### src/common/boot_rom_defs.svh
// register offsets, field positions, reset values and decode constants
`ifndef BOOT_ROM_DEFS_SVH
`define BOOT_ROM_DEFS_SVH
// register byte addresses
`define BLK_A_OFS 32'hfef80050
`define BLK_B_OFS 32'hfef80058
// field positions inside a base/size word
`define F_BASE_HI 31
`define F_BASE_LO 20
`define F_WIDE 19
`define F_SIZ_HI 18
`define F_SIZ_LO 16
`define F_RV 2
`define F_EN 1
`define F_WE 0
// reset values
`define BASE_A_RST 12'hff0
`define BASE_B_RST 12'hff4
`define SIZ_RST 3'h0
// size code with no decode
`define SIZ_RESERVED 3'h7
// upper address bits of the top 1 Mbyte window
`define VEC_WIN 12'hfff
// strap positions
`define STRAP_RV_A 0
`define STRAP_RV_B 1
`define STRAP_WIDE_A 2
`define STRAP_WIDE_B 3
// accepted write sizes in bytes
`define WR_NARROW_BYTES 6'h01
`define WR_WIDE_BYTES 6'h04
// strap settle count after reset release
`define STRAP_SETTLE 2'h2
`endif

### src/common/boot_rom_pkg.sv
// types shared by the boot block decoder
package boot_rom_pkg;
   typedef logic [11:0] base_t;   // upper twelve address bits
   typedef logic [2:0]  siz_t;    // block size code
   typedef logic [25:0] ofs_t;    // offset inside a 64 Mbyte block
   typedef logic [5:0]  bytes_t;  // transfer size in bytes
   // ahb data phase kind
   typedef enum logic [1:0] {PH_IDLE, PH_WRITE, PH_READ} phase_t;
endpackage

### src/common/block_cfg_if.sv
// configuration of one boot block, passed to its address matcher
`timescale 1ns/1ps
interface block_cfg_if;
   import boot_rom_pkg::*;
   base_t base;  // programmed base
   siz_t  siz;   // size code
   logic  en;    // range decode enable
   modport src (output base, output siz, output en);
   modport dst (input base, input siz, input en);
endinterface

### src/core/strap_capture.sv
// synchronises strap pins and flags the one cycle to latch them
`timescale 1ns/1ps
`include "boot_rom_defs.svh"
module strap_capture #(
   parameter int W = 4
) (
   input  wire logic         hclk,
   input  wire logic         hresetn,
   input  wire logic [W-1:0] strap_pin,
   output logic      [W-1:0] strap_val,
   output logic              strap_load
);
   logic [W-1:0] sync1_q;  // first stage, read only by the second
   logic [W-1:0] sync2_q;  // settled strap levels
   logic [1:0]   cnt_q;    // cycles since release

   ////////////////////////////////////////////////////////////////
   // two-stage synchroniser
   always_ff @(posedge hclk or negedge hresetn)
   begin
      if (!hresetn)
      begin
         sync1_q <= '0;
         sync2_q <= '0;
      end
      else
      begin
         sync1_q <= strap_pin;
         sync2_q <= sync1_q;
      end
   end

   ////////////////////////////////////////////////////////////////
   // count until the second stage holds a post-release sample
   always_ff @(posedge hclk or negedge hresetn)
   begin
      if (!hresetn)
         cnt_q <= 2'h0;
      else if (cnt_q != 2'h3)
         cnt_q <= cnt_q + 2'h1;
   end

   assign strap_val  = sync2_q;
   assign strap_load = (cnt_q == `STRAP_SETTLE);
endmodule

### src/core/block_match.sv
// compares an address with one block's base, masked by its size
`timescale 1ns/1ps
`include "boot_rom_defs.svh"
module block_match
   import boot_rom_pkg::*;
(
   input  wire logic [31:0]     addr,
   block_cfg_if.dst             cfg,
   output logic                 hit,
   output boot_rom_pkg::ofs_t   offset
);
   // ones on base bits that take part in the compare
   function automatic base_t size_mask(input siz_t s);
      size_mask = 12'hfff << s;
   endfunction

   base_t mask;  // compare mask for this size

   ////////////////////////////////////////////////////////////////
   // range decode
   always_comb
   begin
      mask = size_mask(cfg.siz);
      // low base bits below the size are ignored  see
      hit  = cfg.en
             && (cfg.siz != `SIZ_RESERVED)
             && (((addr[31:20] ^ cfg.base) & mask) == 12'h000);
      // offset keeps the address bits that the mask drops
      offset = {addr[25:20] & ~mask[5:0], addr[19:0]};
   end
endmodule

### src/core/boot_rom_decode.sv
// boot block A/B decode and write gating with an ahb-lite register port
// Functional notes
// block A base compares address bits 0-11; the code compares address bits 31-20 with the base
// larger sizes ignore low base bits
// reset loads bases FF0 and FF4
// A in top window if only A
// vector bits pick top window source
// A vector bit from strap zero
// width bit selects 16 or 64 bits
// A width from strap two, read-only
// size code doubles from 1MB
// A range decodes only when enabled
// disabled valid write ends without write
// narrow takes bytes, wide aligned words
// other writes ignored, reads always end
// software avoids block around base writes
// software keeps ranges off other slaves
// B in top window when B set
// B vector bit from strap one
// reserved size code never matches
//
// Decided for this implementation: the AHB-Lite register port.
`timescale 1ns/1ps
`include "boot_rom_defs.svh"
module boot_rom_decode
   import boot_rom_pkg::*;
(
   input  wire logic                 hclk,
   input  wire logic                 hresetn,
   input  wire logic                 hsel,
   input  wire logic [31:0]          haddr,
   input  wire logic [1:0]           htrans,
   input  wire logic                 hwrite,
   input  wire logic [2:0]           hsize,
   input  wire logic [31:0]          hwdata,
   input  wire logic                 hready,
   output logic                      hreadyout,
   output logic                      hresp,
   output logic      [31:0]          hrdata,
   input  wire logic                 local_bus_reset,
   input  wire logic [3:0]           strap_pin,
   input  wire logic                 acc_valid,
   input  wire logic [31:0]          acc_addr,
   input  wire logic                 acc_write,
   input  wire boot_rom_pkg::bytes_t acc_bytes,
   output logic                      acc_done,
   output logic                      acc_sel_a,
   output logic                      acc_sel_b,
   output logic                      acc_wide,
   output boot_rom_pkg::ofs_t        acc_offset,
   output logic                      rom_write
);
   import boot_rom_pkg::*;

   ////////////////////////////////////////////////////////////////
   // register fields
   base_t  a_base_q;   // block A base
   base_t  b_base_q;   // block B base
   siz_t   a_siz_q;    // block A size code
   siz_t   b_siz_q;    // block B size code
   logic   a_en_q;     // block A range enable
   logic   b_en_q;     // block B range enable
   logic   a_we_q;     // block A write enable
   logic   b_we_q;     // block B write enable
   logic   a_rv_q;     // block_a_vector_source
   logic   b_rv_q;     // block_b_vector_source
   logic   a_wide_q;   // block A 64-bit width
   logic   b_wide_q;   // block B 64-bit width

   // ahb data phase bookkeeping
   phase_t      ph_q;      // kind of pending data phase
   logic [31:0] wr_adr_q;  // address of pending write
   logic [31:0] rdata_q;   // read data for the data phase

   // access port outputs
   logic   done_q;     // normal termination pulse
   logic   sel_a_q;    // block A chosen
   logic   sel_b_q;    // block B chosen
   logic   wide_q;     // width of chosen block
   ofs_t   ofs_q;      // offset inside chosen block
   logic   romwr_q;    // write drive pulse

   // straps
   logic [3:0] strap_val;   // settled strap levels
   logic       strap_load;  // one-cycle latch strobe

   // matcher results
   logic   hit_a;      // address in A range
   logic   hit_b;      // address in B range
   ofs_t   ofs_a;      // offset in A
   ofs_t   ofs_b;      // offset in B

   ////////////////////////////////////////////////////////////////
   // helpers

   // assemble one readable base/size word
   function automatic logic [31:0] reg_word(
      input base_t b,
      input logic  w,
      input siz_t  s,
      input logic  rv,
      input logic  en,
      input logic  we
   );
      logic [31:0] r;
      r = 32'h0000_0000;
      r[`F_BASE_HI:`F_BASE_LO] = b;
      r[`F_WIDE] = w;
      r[`F_SIZ_HI:`F_SIZ_LO] = s;
      r[`F_RV] = rv;
      r[`F_EN] = en;
      r[`F_WE] = we;
      reg_word = r;
   endfunction

   // size and alignment test for a write to a block
   function automatic logic write_ok(
      input logic   wide,
      input bytes_t n,
      input logic [1:0] lo
   );
      if (wide)
         write_ok = (n == `WR_WIDE_BYTES) && (lo == 2'b00);
      else
         write_ok = (n == `WR_NARROW_BYTES);
   endfunction

   ////////////////////////////////////////////////////////////////
   // strap synchroniser and matchers
   strap_capture #(
      .W (4)
   ) u_strap (
      .hclk       (hclk),
      .hresetn    (hresetn),
      .strap_pin  (strap_pin),
      .strap_val  (strap_val),
      .strap_load (strap_load)
   );

   block_cfg_if cfg_a ();
   block_cfg_if cfg_b ();

   // drive matcher configuration from the registers
   assign cfg_a.base = a_base_q;
   assign cfg_a.siz  = a_siz_q;
   assign cfg_a.en   = a_en_q;
   assign cfg_b.base = b_base_q;
   assign cfg_b.siz  = b_siz_q;
   assign cfg_b.en   = b_en_q;

   block_match u_match_a (
      .addr   (acc_addr),
      .cfg    (cfg_a),
      .hit    (hit_a),
      .offset (ofs_a)
   );

   block_match u_match_b (
      .addr   (acc_addr),
      .cfg    (cfg_b),
      .hit    (hit_b),
      .offset (ofs_b)
   );

   ////////////////////////////////////////////////////////////////
   // ahb-lite slave: zero wait states, always okay
   assign hreadyout = 1'b1;
   assign hresp     = 1'b0;
   assign hrdata    = rdata_q;

   logic addr_ph;  // address phase taken this edge
   assign addr_ph = hsel && htrans[1] && hready;

   // data phase kind and write address
   always_ff @(posedge hclk or negedge hresetn)
   begin
      if (!hresetn)
      begin
         ph_q     <= PH_IDLE;
         wr_adr_q <= 32'h0000_0000;
      end
      else if (hready)
      begin
         if (!addr_ph)
            ph_q <= PH_IDLE;
         else if (hwrite)
            ph_q <= PH_WRITE;
         else
            ph_q <= PH_READ;
         wr_adr_q <= haddr;
      end
   end

   // read data captured in the address phase
   always_ff @(posedge hclk or negedge hresetn)
   begin
      if (!hresetn)
         rdata_q <= 32'h0000_0000;
      else if (addr_ph && !hwrite)
      begin
         if (haddr == `BLK_A_OFS)
            rdata_q <= reg_word(a_base_q, a_wide_q, a_siz_q, a_rv_q, a_en_q, a_we_q);
         else if (haddr == `BLK_B_OFS)
            rdata_q <= reg_word(b_base_q, b_wide_q, b_siz_q, b_rv_q, b_en_q, b_we_q);
         else
            rdata_q <= 32'h0000_0000;  // unmapped reads zero
      end
   end

   logic wr_a;  // data phase write to block A register
   logic wr_b;  // data phase write to block B register
   assign wr_a = (ph_q == PH_WRITE) && (wr_adr_q == `BLK_A_OFS);
   assign wr_b = (ph_q == PH_WRITE) && (wr_adr_q == `BLK_B_OFS);

   ////////////////////////////////////////////////////////////////
   // block A base, size, enables; local reset wins over a write
   always_ff @(posedge hclk or negedge hresetn)
   begin
      if (!hresetn)
      begin
         a_base_q <= `BASE_A_RST;
         a_siz_q  <= `SIZ_RST;
         a_en_q   <= 1'b0;
         a_we_q   <= 1'b0;
      end
      else if (local_bus_reset)
      begin
         a_base_q <= `BASE_A_RST;
         a_en_q   <= 1'b0;
         a_we_q   <= 1'b0;
      end
      else if (wr_a)
      begin
         a_base_q <= hwdata[`F_BASE_HI:`F_BASE_LO];
         a_siz_q  <= hwdata[`F_SIZ_HI:`F_SIZ_LO];
         a_en_q   <= hwdata[`F_EN];
         a_we_q   <= hwdata[`F_WE];
      end
   end

   // block B base, size, enables
   always_ff @(posedge hclk or negedge hresetn)
   begin
      if (!hresetn)
      begin
         b_base_q <= `BASE_B_RST;
         b_siz_q  <= `SIZ_RST;
         b_en_q   <= 1'b0;
         b_we_q   <= 1'b0;
      end
      else if (local_bus_reset)
      begin
         b_base_q <= `BASE_B_RST;
         b_en_q   <= 1'b0;
         b_we_q   <= 1'b0;
      end
      else if (wr_b)
      begin
         b_base_q <= hwdata[`F_BASE_HI:`F_BASE_LO];
         b_siz_q  <= hwdata[`F_SIZ_HI:`F_SIZ_LO];
         b_en_q   <= hwdata[`F_EN];
         b_we_q   <= hwdata[`F_WE];
      end
   end

   ////////////////////////////////////////////////////////////////
   // vector source bits: strap at power-up, then writable
   always_ff @(posedge hclk or negedge hresetn)
   begin
      if (!hresetn)
      begin
         a_rv_q <= 1'b0;
         b_rv_q <= 1'b0;
      end
      else if (strap_load)
      begin
         a_rv_q <= strap_val[`STRAP_RV_A];
         b_rv_q <= strap_val[`STRAP_RV_B];
      end
      else
      begin
         if (wr_a)
            a_rv_q <= hwdata[`F_RV];
         if (wr_b)
            b_rv_q <= hwdata[`F_RV];
      end
   end

   // width bits: strap only, software writes never reach them
   always_ff @(posedge hclk or negedge hresetn)
   begin
      if (!hresetn)
      begin
         a_wide_q <= 1'b0;
         b_wide_q <= 1'b0;
      end
      else if (strap_load)
      begin
         a_wide_q <= strap_val[`STRAP_WIDE_A];
         b_wide_q <= strap_val[`STRAP_WIDE_B];
      end
   end

   ////////////////////////////////////////////////////////////////
   // block selection for a processor access
   logic   in_win;   // address in top 1 Mbyte window
   logic   pick_a;   // block A answers
   logic   pick_b;   // block B answers
   logic   pick_w;   // width of answering block
   logic   pick_we;  // write enable of answering block
   ofs_t   pick_o;   // offset inside answering block
   logic   answer;   // access terminates normally

   always_comb
   begin
      in_win  = (acc_addr[31:20] == `VEC_WIN);
      pick_a  = 1'b0;
      pick_b  = 1'b0;
      pick_o  = {6'h00, acc_addr[19:0]};  // lowest 1 Mbyte of a block
      // top window source: 01 and 11 give B, 10 gives A  see
      if (in_win && b_rv_q)
         pick_b = 1'b1;
      else if (in_win && a_rv_q)
         pick_a = 1'b1;
      else if (hit_a)
      begin
         pick_a = 1'b1;
         pick_o = ofs_a;
      end
      else if (hit_b)
      begin
         pick_b = 1'b1;
         pick_o = ofs_b;
      end
      // 16-bit or 64-bit device on the chosen block  see
      pick_w  = pick_a ? a_wide_q : b_wide_q;
      pick_we = pick_a ? a_we_q : b_we_q;
      // reads end on a chosen block; writes only at a legal size  see
      answer  = acc_valid && (pick_a || pick_b)
                && (!acc_write || write_ok(pick_w, acc_bytes, acc_addr[1:0]));
   end

   ////////////////////////////////////////////////////////////////
   // registered answer to the access port
   always_ff @(posedge hclk or negedge hresetn)
   begin
      if (!hresetn)
      begin
         done_q  <= 1'b0;
         sel_a_q <= 1'b0;
         sel_b_q <= 1'b0;
         wide_q  <= 1'b0;
         ofs_q   <= '0;
         romwr_q <= 1'b0;
      end
      else
      begin
         done_q  <= answer;
         sel_a_q <= answer && pick_a;
         sel_b_q <= answer && pick_b;
         wide_q  <= pick_w;
         ofs_q   <= pick_o;
         // a disabled legal write still ends, with no drive  see
         romwr_q <= answer && acc_write && pick_we;
      end
   end

   assign acc_done   = done_q;
   assign acc_sel_a  = sel_a_q;
   assign acc_sel_b  = sel_b_q;
   assign acc_wide   = wide_q;
   assign acc_offset = ofs_q;
   assign rom_write  = romwr_q;
endmodule

### config.mk
export PLATFORM = sky130hd
export DESIGN_NAME = boot_rom_decode
export DESIGN_NICKNAME = d
export VERILOG_FILES = /design/src/common/boot_rom_pkg.sv /design/src/common/block_cfg_if.sv /design/src/core/strap_capture.sv /design/src/core/block_match.sv /design/src/core/boot_rom_decode.sv
export VERILOG_INCLUDE_DIRS = /design/src /design/src/common
export SDC_FILE = /design/constraint.sdc
export NUM_CORES = 1
export LEC_CHECK = 0
export BUFFER_PORTS_ARGS = -buffer_cell sky130_fd_sc_hd__buf_2
export CELL_PAD_IN_SITES_DETAIL_PLACEMENT = 0
export CELL_PAD_IN_SITES_GLOBAL_PLACEMENT = 1
export CORE_ASPECT_RATIO = 0.6
export CORE_MARGIN = 5
export CORE_UTILIZATION = 44
export CTS_CLUSTER_SIZE = 8
export DETAILED_ROUTE_END_ITERATION = 6
export PLACE_DENSITY = 0.86
export SLEW_MARGIN = 20
export SYNTH_ARGS = -nofsm -noshare
export SYNTH_HDL_FRONTEND = slang
export SYNTH_HIERARCHICAL = 1
export SYNTH_SLANG_ARGS = --single-unit
### constraint.sdc
create_clock -name hclk -period 6.6 [get_ports hclk]
set_input_delay 0.99 -clock hclk [delete_from_list [all_inputs] [get_ports hclk]]
set_output_delay 0.99 -clock hclk [all_outputs]
set_load 0.03 [all_outputs]
Word level (Yosys, flattened, before mapping)
Cells that the tools add are included.
{"block": "word_totals", "ff_bits": 145, "output_inout_bits": 65, "inputBits": 119, "word_cells": 113}
{"block": "classes", "eq_ne": 12, "n_shift": 2, "addsub": 1, "n_reduce_logical": 31, "bitwise": 9, "muxes": 34}
{"operator": "$eq A32 B32 Y1 const B", "n": 4}
{"operator": "$mux W26", "n": 4}
{"operator": "$mux W32", "n": 2}
{"operator": "$mux W12", "n": 4}
{"operator": "$and A12 B12 Y12", "n": 2}
{"operator": "$logic_not A12 Y1", "n": 2}
{"operator": "$shl A12 B3 Y12 const A", "n": 2}
{"operator": "$xor A12 B12 Y12", "n": 2}
{"operator": "$mux W1", "n": 22}
{"operator": "$logic_and A1 B1 Y1", "n": 18}
{"operator": "$and A6 B6 Y6", "n": 2}
{"operator": "$eq A12 B12 Y1 const B", "n": 1}
{"operator": "$not A6 Y6", "n": 2}
{"operator": "$reduce_bool A2 Y1", "n": 4}
{"operator": "$eq A6 B1 Y1 const B", "n": 1}
{"operator": "$eq A6 B3 Y1 const B", "n": 1}
{"operator": "$ne A3 B3 Y1 const B", "n": 2}
{"operator": "$mux W2", "n": 2}
{"operator": "$reduce_and A2 Y1", "n": 2}
{"operator": "$add A2 B1 Y2 const B", "n": 1}
{"operator": "$eq A2 B1 Y1 const B", "n": 1}
{"operator": "$eq A2 B2 Y1 const B", "n": 1}
{"operator": "$logic_not A1 Y1", "n": 2}
{"operator": "$logic_not A2 Y1", "n": 1}
{"operator": "other kinds (3)", "n": 4}

Depth between registers and ports, before layout
{"block": "depth", "ltp_word": 13, "depth_mapped": 10, "mapped_depth_nobuf": 9}

Cells and area by module
The synthesis kept the hierarchy.
{"mod": "boot_rom_decode", "n_inst": 1, "cells_per_inst": 510, "seq_area_each_um2": 3074.2, "area_per_inst_um2": 5629.1}
{"mod": "block_match", "n_inst": 2, "cells_per_inst": 51, "seq_area_each_um2": 0.0, "area_per_inst_um2": 410.4}
{"mod": "strap_capture", "n_inst": 1, "cells_per_inst": 16, "seq_area_each_um2": 250.2, "area_per_inst_um2": 296.5}

Worst setup path after synthesis
No wires, ideal clock.
{"block": "synth_path", "path_type": "input to register", "startpoint": "in acc_addr[22]", "endpoint": "reg ofs_q[0], in the netlist acc_offset[0]", "setup_ns": 0.077, "cell_stages": 10, "t_required_ns": 6.523, "setup_slack_ns": 3.378, "n_path_buf": 3, "arrival_ns": 3.145, "path_cell_list": "xnor2_1 o21ai_0 a2111o_1 a211oi_2 clkbuf_1 and2_1 clkbuf_1 clkbuf_1 a22oi_1 o21ai_1"}
{"block": "synth_via", "elab_chain_cells": 7, "elab_cells_between_ends": 10, "cone_classes": "eq/ne (1); mux (3); bitwise (2); reduce/logical (4)"}
{"item": "start, declared", "line_no": "boot_rom_decode.sv:43", "text": "input wire logic [31:0] acc_addr,"}
{"item": "$xor A12 B12 Y12", "line_no": "block_match.sv:27", "text": "&& (((addr[31:20] ^ cfg.base) & mask) == 12'h000);"}
{"item": "$and A12 B12 Y12", "line_no": "block_match.sv:27"}
{"item": "$logic_not A12 Y1", "line_no": "block_match.sv:27"}
{"item": "$logic_and A1 B1 Y1", "line_no": "block_match.sv:25", "text": "hit = cfg.en"}
{"item": "via hit_a", "line_no": "boot_rom_decode.sv:88", "text": "logic hit_a;"}
{"item": "$mux W26", "line_no": "boot_rom_decode.sv:325", "text": "else if (hit_a)"}
{"item": "$mux W26", "line_no": "boot_rom_decode.sv:323", "text": "else if (in_win && a_rv_q)"}
{"item": "$mux W26", "line_no": "boot_rom_decode.sv:321", "text": "if (in_win && b_rv_q)"}
{"item": "via pick_o[0]", "line_no": "boot_rom_decode.sv:311", "text": "ofs_t pick_o;"}
{"item": "end signal, assigned", "line_no": "boot_rom_decode.sv:362", "text": "ofs_q <= pick_o;"}
{"item": "end, declared", "line_no": "boot_rom_decode.sv:80", "text": "ofs_t ofs_q;"}
The timed path passes the listed nets, and every way through them passes these cells.
A chain may end at the register's enable or synchronous reset.

Worst setup path in the final report
{"block": "layout_path", "startpoint": "in acc_addr[22]", "endpoint": "reg done_q, in the netlist acc_done"}
{"block": "layout_via", "elab_chain_cells": 11, "elab_cells_between_ends": 24, "cone_classes": "eq/ne (1); mux (9); bitwise (4); reduce/logical (10)"}
{"item": "$xor A12 B12 Y12", "line_no": "block_match.sv:27"}
{"item": "$and A12 B12 Y12", "line_no": "block_match.sv:27"}
{"item": "$logic_not A12 Y1", "line_no": "block_match.sv:27"}
{"item": "$logic_and A1 B1 Y1", "line_no": "block_match.sv:25"}
{"item": "via hit_a", "line_no": "boot_rom_decode.sv:88"}
{"item": "$mux W1", "line_no": "boot_rom_decode.sv:325"}
{"item": "$mux W1", "line_no": "boot_rom_decode.sv:323"}
{"item": "$mux W1", "line_no": "boot_rom_decode.sv:321"}
{"item": "$mux W1", "line_no": "boot_rom_decode.sv:336", "text": "pick_w = pick_a ? a_wide_q : b_wide_q;"}
{"item": "via pick_w", "line_no": "boot_rom_decode.sv:309", "text": "logic pick_w;"}
{"item": "$mux W1", "line_no": "boot_rom_decode.sv:122", "text": "if (wide)"}
{"item": "$logic_or A1 B1 Y1", "line_no": "boot_rom_decode.sv:340", "text": "&& (!acc_write || write_ok(pick_w, acc_bytes, acc_addr[1:0]));"}
{"item": "$logic_and A1 B1 Y1", "line_no": "boot_rom_decode.sv:340"}
{"item": "via answer", "line_no": "boot_rom_decode.sv:312", "text": "logic answer;"}
{"item": "end signal, assigned", "line_no": "boot_rom_decode.sv:358", "text": "done_q <= answer;"}
{"item": "end, declared", "line_no": "boot_rom_decode.sv:76", "text": "logic done_q;"}
The timed path passes the listed nets, and every way through them passes these cells.

==> impl_summary.log <==
INFO  metric synthCells = about 630
INFO  metric critical_path_arrival = approximately 3.5 ns
INFO  metric post_synthesis_cell_area = a little under 0.007 sq mm
INFO  metric timing.max_cap.violations = 0
INFO  metric maxClockFrequency = slightly above 300 MHz
INFO  metric final_cells = 943
INFO  metric yosys.area.top_type = sky130_fd_sc_hd__dfrtp_1
INFO  metric vdd.ir_drop.worst = about 0.13 mV
INFO  metric p_per_area = between 200 and 300 mW/mm^2
INFO  metric post_synthesis_sequential_area_ratio = approximately half
INFO  metric initial_core_util = 44.4%
INFO  metric wire_per_inst = around 18 um
INFO  metric clock_skew = 0.0106 ns
INFO  metric crit_chain = buf_2, xnor2_1, o21ai_0, a2111o_1, a211oi_4, buf_4, a21oi_1, a211oi_1, mux2i_1, a21oi_1
INFO  metric report.final.hold_viol_count = 0
INFO  metric yosys_warnings = 6
INFO  metric slew_viol_final = 0
INFO  metric critical_path_slowest_stage_cell = sky130_fd_sc_hd__a2111o_1
INFO  metric min_path_cells = 0
INFO  metric first_global_vias = 5100
INFO  metric synth.lib_cells_used.distinct = 54
INFO  metric p_leak = 3.45 nW
INFO  metric r2r_path_end = acc_done
INFO  metric setup_viol = 0
INFO  metric critPathMaxStageDelay = approximately 0.47 ns
INFO  metric placement_rows = 35
INFO  metric grtUsageTotal = between 15 and 20%
INFO  metric cts_made_buffers = 17
INFO  metric layout-area-overhead-vs-synth = 16.8%
INFO  metric synthTopCellsByArea = sky130_fd_sc_hd__dfrtp_1, sky130_fd_sc_hd__dfstp_2, sky130_fd_sc_hd__buf_4
INFO  metric async_flop_share = 100%
INFO  metric cts.sink_count = ~130
INFO  metric synth.ff_latch_count = roughly 130
INFO  metric timing.final.crit_share = between 40% and 50%
INFO  metric largest_net_degree_at_the_start_of_global_routing = 79
INFO  metric design_area = between 0.007 and 0.008 sq mm
INFO  metric drt_drc_violations_left = 0
INFO  metric dpl.hpwl = 12500 um
INFO  metric critical-path-top-cell-by-count = sky130_fd_sc_hd__a21oi_1
INFO  metric timing.max_slew.rel_slack = between 20 and 30%
INFO  metric cts_max_level = 4
INFO  metric io_pins = between 150 and 200
INFO  metric cts_hold_buffers = 0
INFO  metric drive_gt1_share = between 30% and 40%
INFO  metric first_iter_violations = approximately 450
INFO  metric reg2reg_slack = between 3 and 4 ns
INFO  metric sequential_power_share = 43.7%
INFO  metric timing_worst_slew_pin_value = about 1.1 ns
INFO  metric rr_worst_depth = 9
INFO  metric synth_commonest_cells = sky130_fd_sc_hd__dfrtp_1, sky130_fd_sc_hd__buf_4, sky130_fd_sc_hd__nand2_1
INFO  metric floorplan.die.height = about 110 um
INFO  metric criticalPathCategory = in2reg
INFO  metric num_vias = between 5000 and 6000
INFO  metric finalCoreUtilization = between 50% and 60%
INFO  metric tritoncts = built
INFO  metric firstDrtPassIters = 5
INFO  metric clk_transition_reported_paths = around 0.060 ns
INFO  metric power.clock.fraction = a little under half
INFO  metric cts_max_path_buffers = 2
INFO  metric port_buffers = 150
INFO  metric synth_ff_type = sky130_fd_sc_hd__dfrtp_1
INFO  metric post_dp_cell_area = around 0.0073 sq mm
INFO  metric remaining_global_route_overflow = 0
INFO  metric die_area = between 0.015 and 0.02 sq mm
INFO  metric post_cts.repair.setup_buffers = 0
INFO  metric synth.avg_cell_area = 10.7 sq um
INFO  metric min_path_type = reg2reg
INFO  metric critical_path_peak_fanout = 32
INFO  metric gp_routability_congestion = 0.865
INFO  metric cellInternalPower = between 1 and 1.5 mW
INFO  metric floorplan.core_area = 0.0152 sq mm
INFO  metric remaining_antenna_violation_count = 0
INFO  metric finalSetupTns = 0 ns
INFO  metric power.share.switching = around a quarter
INFO  metric rsz_0062_raised_after_global_routing = false
INFO  metric finish.net_count = between 800 and 900
INFO  metric first_pass_grt_wire_length = 27600 um
INFO  metric timing.rr.start = a_base_q[4]
INFO  metric grt_antenna_before_repair = 0
INFO  metric die_width = 170 um
INFO  metric crit_path_start_kind = input pin
INFO  metric total_switching_power = 0.490 mW
INFO  metric yosys.cell_count.top_type = sky130_fd_sc_hd__dfrtp_1
INFO  metric routed_wire_length = between 15000 and 20000 um
INFO  metric hold_start = u_strap/sync1_q[0]
INFO  metric total_placed_cells_including_tap_cells = approximately 900
INFO  metric share_comb_of_total_power = under 10%
INFO  metric synth_edf_count = 0
INFO  metric clk_root_buffer_cell = sky130_fd_sc_hd__clkbuf_16
INFO  metric setup.worst_path.end_class = flop
INFO  metric clock_latency_late_sink = between 0.4 and 0.5 ns
INFO  metric post_cts_resize_count = 0
INFO  metric total_power = 1.97 mW
INFO  metric timing.critical_path.required = a little under 7 ns
INFO  metric run_status = finished clean
INFO  metric avgViaCountPerCell = 5.38
INFO  metric synthDominantCellAreaShare = between 40 and 50%
INFO  metric whs_endpoint = u_strap/strap_val[0]
INFO  metric timing.final.crit_period = about 3.2 ns
## how the worst max path moves through the flow
stage | cells past startpoint | slack, ns | from | to
6_report | 10 | 3.39 | acc_addr[22] | acc_done
5_1_grt | 10 | 3.18 | acc_addr[22] | acc_sel_b
4_1_cts | 10 | 3.42 | acc_addr[22] | acc_done
3_5_place_dp | 10 | 3.01 | acc_addr[24] | acc_sel_a
3_3_place_gp | 10 | 2.98 | acc_addr[22] | acc_done
2_1_floorplan | 10 | 3.38 | acc_addr[22] | acc_offset[0]
## per-layer routing
layer  vias up  wire length (um)  global-route usage (%)
met4         0               144                    4.31
li1       2376                 -                       -
met3        14              1160                    5.31
met1      2494              8270                    29.4
met5         -                 0                       0
met2       187              7700                    28.6
## stage by stage
step	hold slack [ns]	setup WS [ns]
2_1_floorplan	0.331	3.38
3_3_place_gp	0.332	2.98
3_5_place_dp	0.336	3.01
4_1_cts	0.350	3.42
5_1_grt	0.356	3.18
6_report	0.348	3.39
## logic make-up (layout without fill, tap and decap cells)
group / after synthesis / in the layout / share of synthesized area [%]
other cells: 2 / 16 / 0.111
mux: 48 / 48 / 7.86
fa+ha+maj: 2 / 2 / 0.371
buf+inv: 97 / 195 / 8.94
flops: 132 / 132 / 49.3
xor+xnor: 25 / 25 / 4.02
simple gates: 170 / 170 / 14.6
compound gates: 152 / 152 / 14.9
## worst max-delay path, delay by kind of cell
family | cells | cell delay [ns]
xor gates and xnor gates | 1 | 0.19
muxes | 1 | 0.37
AOI/OAI and AO/OA | 6 | 1.42
buffers and inverters | 2 | 0.50
## sequential cells by signal (all words and copies together) (netlist names), 2 cells and up
name and flops:
a_siz_q 3, b_base_q 12, b_siz_q 3, u_strap/strap_val 4, acc_offset 26, u_strap/sync1_q 4
a_base_q 12, hrdata 19, ph_q 2, wr_adr_q 32, u_strap/cnt_q 2
## cell usage in the layout (no fill, tap or decap), drive strengths merged, types with 7 or more instances in the layout
master and n:
dfstp 17, a31oi 21, mux2 40, clkinv 7
nand4 11, nor2b 33, inv 12, xor2 14
a21oi 14, mux2i 8, nand3b 11, dfrtp 115
a22oi 45, nor2 16, buf 155, clkbuf 19
xnor2 11, a211o 8, nor4 7, nand2 56
conb 15, o21ai 50
## power groups by stage
| stage | registers (mW) | logic (mW) | clock network [mW] |
|---|---|---|---|
| 2_1_floorplan | 0.883 | 0.0999 | 0 |
| 3_3_place_gp | 0.874 | 0.164 | 0 |
| 3_5_place_dp | 0.877 | 0.169 | 0 |
| 4_1_cts | 0.863 | 0.170 | 0.963 |
| 5_1_grt | 0.866 | 0.186 | 1.00 |
| 6_report | 0.863 | 0.169 | 0.942 |
## cell type report
cell class,instances,area (sq um)
antenna,1,2.50
clock buffer,19,443
clock inverter,13,148
fill,1368,7320
inverter,8,30.0
multi-input combinational,412,2880
sequential,132,3320
tap,203,254
timing repair buffer,155,795
Power figures use the tool's default switching activity.
